## config.mk

```make
export PLATFORM = sky130hd
export DESIGN_NAME = mio_top
export DESIGN_NICKNAME = d
export VERILOG_FILES = /design/src/design/mio_pkg.sv /design/src/design/mio_in_sampler.sv /design/src/design/mio_top.sv
export SDC_FILE = /design/constraint.sdc
export NUM_CORES = 1
export LEC_CHECK = 0
export BUFFER_PORTS_ARGS = -buffer_cell sky130_fd_sc_hd__buf_2
export CELL_PAD_IN_SITES_DETAIL_PLACEMENT = 0
export CELL_PAD_IN_SITES_GLOBAL_PLACEMENT = 2
export CORE_MARGIN = 2
export CORE_UTILIZATION = 35
export CTS_BUF_LIST = sky130_fd_sc_hd__clkbuf_16
export CTS_CLUSTER_SIZE = 30
export DETAILED_ROUTE_END_ITERATION = 10
export MAX_ROUTING_LAYER = met4
export PLACE_DENSITY_LB_ADDON = 0.12
export SYNTH_ARGS = -nofsm -noshare
export SYNTH_HDL_FRONTEND = slang
export SYNTH_SLANG_ARGS = --single-unit
```

## constraint.sdc

```tcl
create_clock -name clk_i -period 8.7 [get_ports clk_i]
set_input_delay 1.305 -clock clk_i [delete_from_list [all_inputs] [get_ports clk_i]]
set_output_delay 1.305 -clock clk_i [all_outputs]
set_load 0.02 [all_outputs]
```

## src/design/mio_pkg.sv

```systemverilog
// shared constants of the motion i/o function mapper
package mio_pkg;

  // channel counts and bus widths
  localparam int unsigned IN_COUNT   = 16;
  localparam int unsigned OUT_COUNT  = 8;
  localparam int unsigned AXIS_COUNT = 4;
  localparam int unsigned ADDR_W     = 8;
  localparam int unsigned DATA_W     = 32;

  // clock rate and input scan period
  localparam int unsigned CLK_HZ          = 50_000_000;
  localparam int unsigned SCAN_PERIOD_MS  = 2;
  localparam int unsigned SCAN_CYCLES_DEF = (CLK_HZ / 1000) * SCAN_PERIOD_MS;

  // register byte offsets
  localparam logic [ADDR_W-1:0] REG_IN_STATE  = 8'h00;
  localparam logic [ADDR_W-1:0] REG_IN_ACTIVE = 8'h04;
  localparam logic [ADDR_W-1:0] REG_TRIG_KIND = 8'h08;
  localparam logic [ADDR_W-1:0] REG_IN_POL    = 8'h0C;
  localparam logic [ADDR_W-1:0] REG_RISE_SEL  = 8'h10;
  localparam logic [ADDR_W-1:0] REG_FALL_SEL  = 8'h14;
  localparam logic [ADDR_W-1:0] REG_PENDING   = 8'h18;
  localparam logic [ADDR_W-1:0] REG_IRQ_MASK  = 8'h1C;
  localparam logic [ADDR_W-1:0] REG_OUT_MODE  = 8'h20;
  localparam logic [ADDR_W-1:0] REG_OUT_AXES  = 8'h24;
  localparam logic [ADDR_W-1:0] REG_OUT_VALUE = 8'h28;
  localparam logic [ADDR_W-1:0] REG_OUT_POL   = 8'h2C;
  localparam logic [ADDR_W-1:0] REG_AXIS_MAP0 = 8'h30;
  localparam logic [ADDR_W-1:0] REG_AXIS_MAP1 = 8'h34;
  localparam logic [ADDR_W-1:0] REG_AXIS_MAP2 = 8'h38;
  localparam logic [ADDR_W-1:0] REG_AXIS_MAP3 = 8'h3C;

  // per-axis function map: five fields of enable bit plus input index
  localparam int unsigned FN_W      = 5;
  localparam int unsigned FN_IDX_W  = 4;
  localparam int unsigned FN_EN_BIT = 4;
  localparam int unsigned FN_FWD    = 0;
  localparam int unsigned FN_REV    = 5;
  localparam int unsigned FN_HOME   = 10;
  localparam int unsigned FN_ERR    = 15;
  localparam int unsigned FN_STOP   = 20;

  // output source modes, two bits per output
  localparam int unsigned  OMODE_W       = 2;
  localparam logic [1:0]   OMODE_GENERAL = 2'h0;
  localparam logic [1:0]   OMODE_DRIVE   = 2'h1;
  localparam logic [1:0]   OMODE_ERROR   = 2'h2;

  // reset values
  localparam logic [DATA_W-1:0] RST_WORD = 32'h0000_0000;

endpackage : mio_pkg

```

## src/design/mio_in_sampler.sv

```systemverilog
`timescale 1ns/1ps
`default_nettype none
// one input channel: synchroniser, scan sample and edge pulses
module mio_in_sampler (
  // clock and reset
  input  wire logic clk_i,
  input  wire logic rst_b_i,
  input  wire logic ce_i,
  // scan strobe
  input  wire logic scan_tick_i,
  // pin
  input  wire logic pin_i,
  // sampled results
  output logic      level_o,
  output logic      rise_o,
  output logic      fall_o
);

  logic sync1_q;  // first stage, read only by second stage
  logic sync2_q;  // settled pin level

  // two flip-flop synchroniser
  always_ff @(posedge clk_i) begin
    if (!rst_b_i) begin
      sync1_q <= 1'b0;
      sync2_q <= 1'b0;
    end else if (ce_i) begin
      sync1_q <= pin_i;
      sync2_q <= sync1_q;
    end
  end

  // level taken once per scan; edges are one-cycle pulses at the scan
  always_ff @(posedge clk_i) begin
    if (!rst_b_i) begin
      level_o <= 1'b0;
      rise_o  <= 1'b0;
      fall_o  <= 1'b0;
    end else if (ce_i) begin
      rise_o <= scan_tick_i & sync2_q & ~level_o;
      fall_o <= scan_tick_i & ~sync2_q & level_o;
      if (scan_tick_i) begin
        level_o <= sync2_q;
      end
    end
  end

endmodule : mio_in_sampler
`default_nettype wire

```

## src/design/mio_top.sv

```systemverilog
// What this block does
// [RULE1] sixteen inputs, eight outputs, each bit addressable
// [RULE2] map inputs to per-axis limit, home, error, stop
// [RULE3] several axes may reference one input
// [RULE4] inputs edge or level, selectable polarity
// [RULE5] outputs as axis drive enable or error
// [RULE6] several axes may share one drive-enable output
// [RULE7] programmable output active level inverts drive
// [RULE8] pulses of one 2ms scan are caught
// [RULE9] outputs inactive after reset until reconfigured
// [RULE10] edge inputs set sticky flag until acknowledged
`timescale 1ns/1ps
`default_nettype none
module mio_top
  import mio_pkg::*;
#(
  parameter int unsigned SCAN_CYCLES = SCAN_CYCLES_DEF  // cycles per input scan
) (
  // clock, reset, enable
  input  wire logic                  clk_i,
  input  wire logic                  rst_b_i,
  input  wire logic                  ce_i,
  // register port
  input  wire logic [ADDR_W-1:0]     addr_i,
  input  wire logic [DATA_W-1:0]     wdata_i,
  input  wire logic                  we_i,
  input  wire logic                  re_i,
  output logic      [DATA_W-1:0]     rdata_o,
  // motion logic sources for outputs
  input  wire logic [AXIS_COUNT-1:0] axis_drive_en_i,
  input  wire logic                  gen_error_i,
  // pins
  input  wire logic [IN_COUNT-1:0]   din_i,
  output logic      [OUT_COUNT-1:0]  dout_o,
  // per-axis function results
  output logic      [AXIS_COUNT-1:0] axis_fwd_limit_o,
  output logic      [AXIS_COUNT-1:0] axis_rev_limit_o,
  output logic      [AXIS_COUNT-1:0] axis_home_o,
  output logic      [AXIS_COUNT-1:0] axis_drive_err_o,
  output logic      [AXIS_COUNT-1:0] axis_stop_o,
  // interrupt
  output logic                       irq_o
);

  localparam int unsigned SCAN_W = $clog2(SCAN_CYCLES);
  localparam logic [SCAN_W-1:0] SCAN_LAST = SCAN_W'(SCAN_CYCLES - 1);

  // configuration registers
  logic [IN_COUNT-1:0]            input_trigger_kind_select_q;  // 1 = edge
  logic [IN_COUNT-1:0]            input_polarity_select_q;      // 1 = active high
  logic [IN_COUNT-1:0]            input_rising_edge_select_q;
  logic [IN_COUNT-1:0]            input_falling_edge_select_q;
  logic [IN_COUNT-1:0]            irq_mask_q;                   // 1 = enabled
  logic [OUT_COUNT*OMODE_W-1:0]   out_mode_q;                   // source per output
  logic [OUT_COUNT*AXIS_COUNT-1:0] out_axes_q;                  // axis set per output
  logic [OUT_COUNT-1:0]           out_value_q;                  // general output value
  logic [OUT_COUNT-1:0]           output_polarity_select_q;     // 1 = active low
  logic [DATA_W-1:0]              axis_map_q [AXIS_COUNT];      // function map per axis

  // status
  logic [IN_COUNT-1:0]            pending_q;   // sticky edge flags
  logic [IN_COUNT-1:0]            pending_d;
  logic [IN_COUNT-1:0]            edge_set;    // qualifying edges this cycle
  logic [IN_COUNT-1:0]            wr_clear;    // write-one-to-clear mask

  // scan timing
  logic [SCAN_W-1:0]              scan_cnt_q;
  logic                           scan_tick_q;

  // sampled inputs
  logic [IN_COUNT-1:0]            in_level;
  logic [IN_COUNT-1:0]            in_rise;
  logic [IN_COUNT-1:0]            in_fall;
  logic [IN_COUNT-1:0]            in_active;

  // output source values before polarity
  logic [OUT_COUNT-1:0]           out_pre;

  // strobes qualified by the clock enable
  logic                           wr_en;
  logic                           rd_en;

  assign wr_en = we_i & ce_i;
  assign rd_en = re_i & ce_i;

  // scan timer: one tick every scan period
  always_ff @(posedge clk_i) begin
    if (!rst_b_i) begin
      scan_cnt_q  <= '0;
      scan_tick_q <= 1'b0;
    end else if (ce_i) begin
      scan_tick_q <= (scan_cnt_q == SCAN_LAST);                       // [RULE8]
      if (scan_cnt_q == SCAN_LAST) begin
        scan_cnt_q <= '0;
      end else begin
        scan_cnt_q <= scan_cnt_q + SCAN_W'(1);
      end
    end
  end

  // one sampler per input pin
  for (genvar i = 0; i < IN_COUNT; i++) begin : g_in
    mio_in_sampler u_samp (
      .clk_i       (clk_i),
      .rst_b_i     (rst_b_i),
      .ce_i        (ce_i),
      .scan_tick_i (scan_tick_q),
      .pin_i       (din_i[i]),
      .level_o     (in_level[i]),
      .rise_o      (in_rise[i]),
      .fall_o      (in_fall[i])
    );
  end

  // qualifying edges and the active view of every input
  always_comb begin
    edge_set  = input_trigger_kind_select_q &
                ((in_rise & input_rising_edge_select_q) |
                 (in_fall & input_falling_edge_select_q));            // [RULE4]
    in_active = (input_trigger_kind_select_q & pending_q) |
                (~input_trigger_kind_select_q &
                 ~(in_level ^ input_polarity_select_q));              // [RULE4]
    wr_clear  = (wr_en && addr_i == REG_PENDING) ? wdata_i[IN_COUNT-1:0] : '0;
    pending_d = (pending_q & ~wr_clear) | edge_set;                   // [RULE10]
  end

  // sticky edge flags; a new edge wins over a clear
  always_ff @(posedge clk_i) begin
    if (!rst_b_i) begin
      pending_q <= '0;
    end else if (ce_i) begin
      pending_q <= pending_d;                                         // [RULE10]
    end
  end

  // input configuration writes
  always_ff @(posedge clk_i) begin
    if (!rst_b_i) begin
      input_trigger_kind_select_q <= '0;
      input_polarity_select_q     <= '1;
      input_rising_edge_select_q  <= '0;
      input_falling_edge_select_q <= '0;
      irq_mask_q                  <= '0;
    end else if (wr_en) begin
      if (addr_i == REG_TRIG_KIND) begin
        input_trigger_kind_select_q <= wdata_i[IN_COUNT-1:0];        // [RULE4]
      end else if (addr_i == REG_IN_POL) begin
        input_polarity_select_q <= wdata_i[IN_COUNT-1:0];            // [RULE4]
      end else if (addr_i == REG_RISE_SEL) begin
        input_rising_edge_select_q <= wdata_i[IN_COUNT-1:0];
      end else if (addr_i == REG_FALL_SEL) begin
        input_falling_edge_select_q <= wdata_i[IN_COUNT-1:0];
      end else if (addr_i == REG_IRQ_MASK) begin
        irq_mask_q <= wdata_i[IN_COUNT-1:0];
      end
    end
  end

  // output configuration writes
  always_ff @(posedge clk_i) begin
    if (!rst_b_i) begin
      out_mode_q               <= '0;
      out_axes_q               <= '0;
      out_value_q              <= '0;
      output_polarity_select_q <= '0;                                 // [RULE9]
    end else if (wr_en) begin
      if (addr_i == REG_OUT_MODE) begin
        out_mode_q <= wdata_i[OUT_COUNT*OMODE_W-1:0];                 // [RULE5]
      end else if (addr_i == REG_OUT_AXES) begin
        out_axes_q <= wdata_i[OUT_COUNT*AXIS_COUNT-1:0];              // [RULE6]
      end else if (addr_i == REG_OUT_VALUE) begin
        out_value_q <= wdata_i[OUT_COUNT-1:0];                        // [RULE1]
      end else if (addr_i == REG_OUT_POL) begin
        output_polarity_select_q <= wdata_i[OUT_COUNT-1:0];           // [RULE7]
      end
    end
  end

  // per-axis function map writes, one word per axis
  always_ff @(posedge clk_i) begin
    if (!rst_b_i) begin
      for (int a = 0; a < AXIS_COUNT; a++) begin
        axis_map_q[a] <= RST_WORD;
      end
    end else if (wr_en) begin
      for (int a = 0; a < AXIS_COUNT; a++) begin
        if (addr_i == REG_AXIS_MAP0 + ADDR_W'(4 * a)) begin
          axis_map_q[a] <= wdata_i;                                   // [RULE2]
        end
      end
    end
  end

  // one mapped function: enabled and the indexed input is active
  function automatic logic fn_hit(input logic [DATA_W-1:0]   map,
                                  input int unsigned         pos,
                                  input logic [IN_COUNT-1:0] act);
    logic [FN_IDX_W-1:0] idx;
    idx    = map[pos +: FN_IDX_W];
    fn_hit = map[pos + FN_EN_BIT] & act[idx];
  endfunction : fn_hit

  // per-axis function results; each axis reads its own index
  always_ff @(posedge clk_i) begin
    if (!rst_b_i) begin
      axis_fwd_limit_o <= '0;
      axis_rev_limit_o <= '0;
      axis_home_o      <= '0;
      axis_drive_err_o <= '0;
      axis_stop_o      <= '0;
    end else if (ce_i) begin
      for (int a = 0; a < AXIS_COUNT; a++) begin
        axis_fwd_limit_o[a] <= fn_hit(axis_map_q[a], FN_FWD, in_active);   // [RULE2] [RULE3]
        axis_rev_limit_o[a] <= fn_hit(axis_map_q[a], FN_REV, in_active);   // [RULE2]
        axis_home_o[a]      <= fn_hit(axis_map_q[a], FN_HOME, in_active);  // [RULE2] [RULE3]
        axis_drive_err_o[a] <= fn_hit(axis_map_q[a], FN_ERR, in_active);   // [RULE2]
        axis_stop_o[a]      <= fn_hit(axis_map_q[a], FN_STOP, in_active);  // [RULE2]
      end
    end
  end

  // output source selection
  always_comb begin
    for (int o = 0; o < OUT_COUNT; o++) begin
      case (out_mode_q[o*OMODE_W +: OMODE_W])
        OMODE_GENERAL: out_pre[o] = out_value_q[o];
        OMODE_DRIVE:   out_pre[o] = |(out_axes_q[o*AXIS_COUNT +: AXIS_COUNT]
                                      & axis_drive_en_i);             // [RULE5] [RULE6]
        OMODE_ERROR:   out_pre[o] = gen_error_i;                      // [RULE5]
        default:       out_pre[o] = 1'b0;
      endcase
    end
  end

  // output pins with active level applied; low after reset
  always_ff @(posedge clk_i) begin
    if (!rst_b_i) begin
      dout_o <= '0;                                                   // [RULE9]
    end else if (ce_i) begin
      dout_o <= out_pre ^ output_polarity_select_q;                   // [RULE7]
    end
  end

  // interrupt: any unmasked pending flag
  always_ff @(posedge clk_i) begin
    if (!rst_b_i) begin
      irq_o <= 1'b0;
    end else if (ce_i) begin
      irq_o <= |(pending_d & irq_mask_q);
    end
  end

  // read data, valid in the cycle after the strobe only
  always_ff @(posedge clk_i) begin
    if (!rst_b_i) begin
      rdata_o <= RST_WORD;
    end else if (ce_i) begin
      rdata_o <= RST_WORD;
      if (rd_en) begin
        if (addr_i == REG_IN_STATE) begin
          rdata_o[IN_COUNT-1:0] <= in_level;                          // [RULE1]
        end else if (addr_i == REG_IN_ACTIVE) begin
          rdata_o[IN_COUNT-1:0] <= in_active;
        end else if (addr_i == REG_TRIG_KIND) begin
          rdata_o[IN_COUNT-1:0] <= input_trigger_kind_select_q;
        end else if (addr_i == REG_IN_POL) begin
          rdata_o[IN_COUNT-1:0] <= input_polarity_select_q;
        end else if (addr_i == REG_RISE_SEL) begin
          rdata_o[IN_COUNT-1:0] <= input_rising_edge_select_q;
        end else if (addr_i == REG_FALL_SEL) begin
          rdata_o[IN_COUNT-1:0] <= input_falling_edge_select_q;
        end else if (addr_i == REG_PENDING) begin
          rdata_o[IN_COUNT-1:0] <= pending_q;                         // [RULE10]
        end else if (addr_i == REG_IRQ_MASK) begin
          rdata_o[IN_COUNT-1:0] <= irq_mask_q;
        end else if (addr_i == REG_OUT_MODE) begin
          rdata_o[OUT_COUNT*OMODE_W-1:0] <= out_mode_q;
        end else if (addr_i == REG_OUT_AXES) begin
          rdata_o[OUT_COUNT*AXIS_COUNT-1:0] <= out_axes_q;
        end else if (addr_i == REG_OUT_VALUE) begin
          rdata_o[OUT_COUNT-1:0] <= out_value_q;
        end else if (addr_i == REG_OUT_POL) begin
          rdata_o[OUT_COUNT-1:0] <= output_polarity_select_q;
        end else if (addr_i == REG_AXIS_MAP0) begin
          rdata_o <= axis_map_q[0];
        end else if (addr_i == REG_AXIS_MAP1) begin
          rdata_o <= axis_map_q[1];
        end else if (addr_i == REG_AXIS_MAP2) begin
          rdata_o <= axis_map_q[2];
        end else if (addr_i == REG_AXIS_MAP3) begin
          rdata_o <= axis_map_q[3];
        end
      end
    end
  end

  // helpers read only by the checks below
  logic ax0_fwd_exp;
  logic ax01_home_same;
  logic out0_drive_exp;
  // written out apart from fn_hit so the check does not share its logic
  assign ax0_fwd_exp    = axis_map_q[0][FN_FWD + FN_EN_BIT] & in_active[axis_map_q[0][FN_FWD +: FN_IDX_W]];
  assign out0_drive_exp = (|(out_axes_q[AXIS_COUNT-1:0] & axis_drive_en_i)) ^ output_polarity_select_q[0];
  assign ax01_home_same = axis_map_q[0][FN_HOME + FN_EN_BIT] & axis_map_q[1][FN_HOME + FN_EN_BIT] &
                          (axis_map_q[0][FN_HOME +: FN_IDX_W] == axis_map_q[1][FN_HOME +: FN_IDX_W]);

  in_state_read_a: assert property (@(posedge clk_i) disable iff (!rst_b_i)
    (rd_en && addr_i == REG_IN_STATE) |=> rdata_o[IN_COUNT-1:0] == $past(in_level))  // [RULE1]
    else $error("input state read mismatch");

  fwd_limit_map_a: assert property (@(posedge clk_i) disable iff (!rst_b_i)
    ce_i |=> axis_fwd_limit_o[0] == $past(ax0_fwd_exp))  // [RULE2]
    else $error("axis 0 forward limit wrong");

  shared_home_a: assert property (@(posedge clk_i) disable iff (!rst_b_i)
    (ce_i && ax01_home_same) |=> axis_home_o[0] == axis_home_o[1])  // [RULE3]
    else $error("shared home input differs between axes");

  edge_pend_set_a: assert property (@(posedge clk_i) disable iff (!rst_b_i)
    (ce_i && input_trigger_kind_select_q[0] && in_rise[0] && input_rising_edge_select_q[0])
      |=> pending_q[0])  // [RULE4]
    else $error("rising edge did not set pending");

  drive_share_a: assert property (@(posedge clk_i) disable iff (!rst_b_i)
    (ce_i && out_mode_q[OMODE_W-1:0] == OMODE_DRIVE)
      |=> dout_o[0] == $past(out0_drive_exp))  // [RULE6]
    else $error("drive enable output wrong");

  out_polarity_a: assert property (@(posedge clk_i) disable iff (!rst_b_i)
    ce_i |=> dout_o == ($past(out_pre) ^ $past(output_polarity_select_q)))  // [RULE7]
    else $error("output polarity not applied");

  scan_period_a: assert property (@(posedge clk_i) disable iff (!rst_b_i)
    (ce_i && scan_cnt_q == SCAN_LAST) |=> scan_tick_q && scan_cnt_q == '0)  // [RULE8]
    else $error("scan tick out of step");

  reset_out_a: assert property (@(posedge clk_i) disable iff (!rst_b_i)
    $rose(rst_b_i) |-> (dout_o == '0 && irq_o == 1'b0))  // [RULE9]
    else $error("outputs active after reset");

  pend_hold_a: assert property (@(posedge clk_i) disable iff (!rst_b_i)
    (pending_q[0] && !wr_clear[0]) |=> pending_q[0])  // [RULE10]
    else $error("pending flag lost without clear");

endmodule : mio_top
`default_nettype wire

```

==> metrics.txt <==
complex-gate fraction of the synthesized area 17.1%; Yosys top cell by area dfxtp_1; CP endpoint kind register; Min-Delay Path Class reg -> reg; internal power 3.56 mW; Residual DRC 0; number of global-route vias before repair 19,200; root buf cell clkbuf_16; Worst-Skew Late Latency 620 ps; Tmin final 4530 ps; Main synth FF type dfxtp_1; main combinational cell family by area after synthesis simple AND/OR/NAND/NOR gates; GP Congestion 0.900; final WL 92,800 um; Placement Rows 93; WP data required 9200 ps; Final setup viols 0; Clock transition at path regs 60 ps; min-delay src g_in[9].u_samp.rise_o; Sink Count 447; die area 67,300 um^2; Core Area 64,500 um^2; Hold Fails Final Rpt 0; Slew Viols, Final 0; hpwl dp 62,600 um; total track usage 28.0%; Ys Warns 0; # Post-CTS Setup Buffers 0; share of power burned in registers 47.0%; most frequent cell after synthesis nand2_1; Die Wd 259 um; setup TNS 0 ps; per-cell routed wire length 27.2 um; chip height 259 um; Worst Clk Skew 14.1 ps; FFs w/ async S/R, synth 0%; Synth cell types 74; post-CTS resize count 0; CP startpoint addr_i[2]; first-pass GRT wire length 135,000 um; Clock Power Share 47.0%; Pleak 9.39 nW; Initial Util 35.4%; share of post-route cells with drive strength above 1 13.8%; grt total ovfl 0; Synth area leaders dfxtp_1, edfxtp_1, mux4_2, a21oi_1, mux2i_1; Fmax 0.221 GHz; synthesized cell area 22,800 um^2; WS Path Type in -> reg; multiplexer area fraction after synthesis 11.5%; register area share after synthesis 44.8%; Peak VDD IR 136 uV; Vias/cell 5.91; Initial DRT Pass Iterations 6; worst-margin pin slew 1220 ps; I/O Pins 127; crit path max fanout 26; XOR/XNOR Fraction of Synth Area 1.42%; # hold bufs at CTS 0; crit share post-route 52.1%; Critical Path Source Type primary input; Setup WS pre-CTS 3650 ps; Post-synth EDFFs 128; CTS tree done; initial antenna violation count 2; top cell type's share of synthesized area 28.0%; post-synthesis register bit count 447; Post-synth top cells nand2_1, dfxtp_1, nor2_1, a21oi_1, clkbuf_1; Post-Syn Nets 2,589; Switching Share 25.3%; layout net count 2,579; outcome completed; post-route setup slack 4170 ps; Post-DRT Antenna Nets 0; PortBufs 126; Max transition margin 16.4%; Synth Area in Adders 0.0548%; NetSw 1.21 mW; Cell Pwr Density 185 nW/um^2; Area Overhead vs Synth 13.0%; Post-Synth Simple-Gate Area 20.4%; Worst R2R Start g_in[8].u_samp.level_o; Synth Instances 2,522; Max Buffers Root-to-Sink 3; syn avg cell area 9.05 um^2; combinational share of power 6.1%; # Max-Cap Violations 0; Critical Path AT 5030 ps; RSZ-0062 raised after global routing false; H-tree depth 2; largest net degree at the start of global routing 93; 1st-iter DRT viols 2,185; Num CTS Buffers 54; vias 20,200
==> registers in the layout (all words and copies together), names as in the netlist, 8 cells and up <==
signal	cells
out_mode_q	16
dout_o	8
input_trigger_kind_select_q	16
input_rising_edge_select_q	16
g_in.u_samp.level_o	16
axis_map_q	128
out_value_q	8
scan_cnt_q	17
input_polarity_select_q	16
g_in.u_samp.rise_o	16
g_in.u_samp.fall_o	16
out_axes_q	32
pending_q	16
irq_mask_q	16
input_falling_edge_select_q	16
g_in.u_samp.sync2_q	16
g_in.u_samp.sync1_q	16
rdata_o	32
output_polarity_select_q	8
==> per-stage QoR <==
step                      total power, mW  hold WS, ps  cells  util [%]  area [um^2]
after floorplan                      2.44          439   2522         -        22800
after global placement               2.57          455   3311      37.3        24100
after detailed placement             2.57          458   3311      37.3        24100
after CTS                            4.80          467   3412      40.0        25800
after global routing                 4.91          485   3413      40.0        25800
final                                4.77          462   3415      40.0        25800
==> layout by cell type, fill, tap and decap left out, types with 53 or more instances in the layout <==
cell type  netlist  layout
clkbuf_16        0      55
nand2_1        321     321
a22oi_1         53      53
o21ai_0         70      60
a21oi_1        267     262
edfxtp_1       128     128
nor2_1         311     307
buf_2           29     124
nand3_1         66      66
mux4_2          60      60
mux2i_1        125     124
and2_1         131     131
dfxtp_1        319     319
==> per-layer routing <==
| layer | GRT usage, % | share of wire [%] | vias up |
|---|---|---|---|
| met2 | 42.6 | 45 | 876 |
| met3 | 3.63 | 7.4 | 150 |
| li1 | - | - | 9088 |
| met1 | 38.9 | 45 | 10100 |
| met4 | 7.95 | 2.7 | 0 |
| met5 | - | 0 | - |
==> worst max-delay path, stage by stage <==
cell and delay (ps):
buf_2 570, buf_4 490, nand2b_1 270, nor2_2 130, buf_4 280, a222oi_1 530, nor2_1 80, a2111oi_0 970
o211a_1 310, a21oi_1 80
==> path summary, 6_finish.rpt <==
path                           end  slack [ps]  cells after the start
max reg2reg             rdata_o[8]        6060                      6
min          g_in[9].u_samp.rise_o         460                      2
min reg2reg  g_in[9].u_samp.rise_o         460                      2
max                     rdata_o[8]        4170                     10
==> power by group through the flow <==
| stage | registers, mW | clock network [mW] | logic, mW |
|---|---|---|---|
| after floorplan | 2.26 | 0 | 0.184 |
| after global placement | 2.28 | 0 | 0.283 |
| after detailed placement | 2.28 | 0 | 0.285 |
| after CTS | 2.24 | 2.28 | 0.286 |
| after global routing | 2.25 | 2.36 | 0.307 |
| final | 2.24 | 2.24 | 0.289 |
==> cell type report <==
class | count | area, um^2
Sequential cell | 447 | 10200
Inverter | 35 | 139
Multi-Input combinational cell | 1809 | 11700
Fill cell | 6555 | 38700
Tap cell | 855 | 1070
Clock buffer | 55 | 1380
Timing Repair Buffer | 165 | 932
Antenna cell | 3 | 7.51
Clock inverter | 46 | 345
==> kinds of logic after synthesis <==
kind of cell | after synthesis
adders and majority gates | 1
AOI/OAI and AO/OA | 605
xor gates and xnor gates | 37
and+or+nand+nor | 980
muxes | 186
DFF | 447
buffers and inverters | 266
Note: power is estimated with default switching activity, not from simulation.
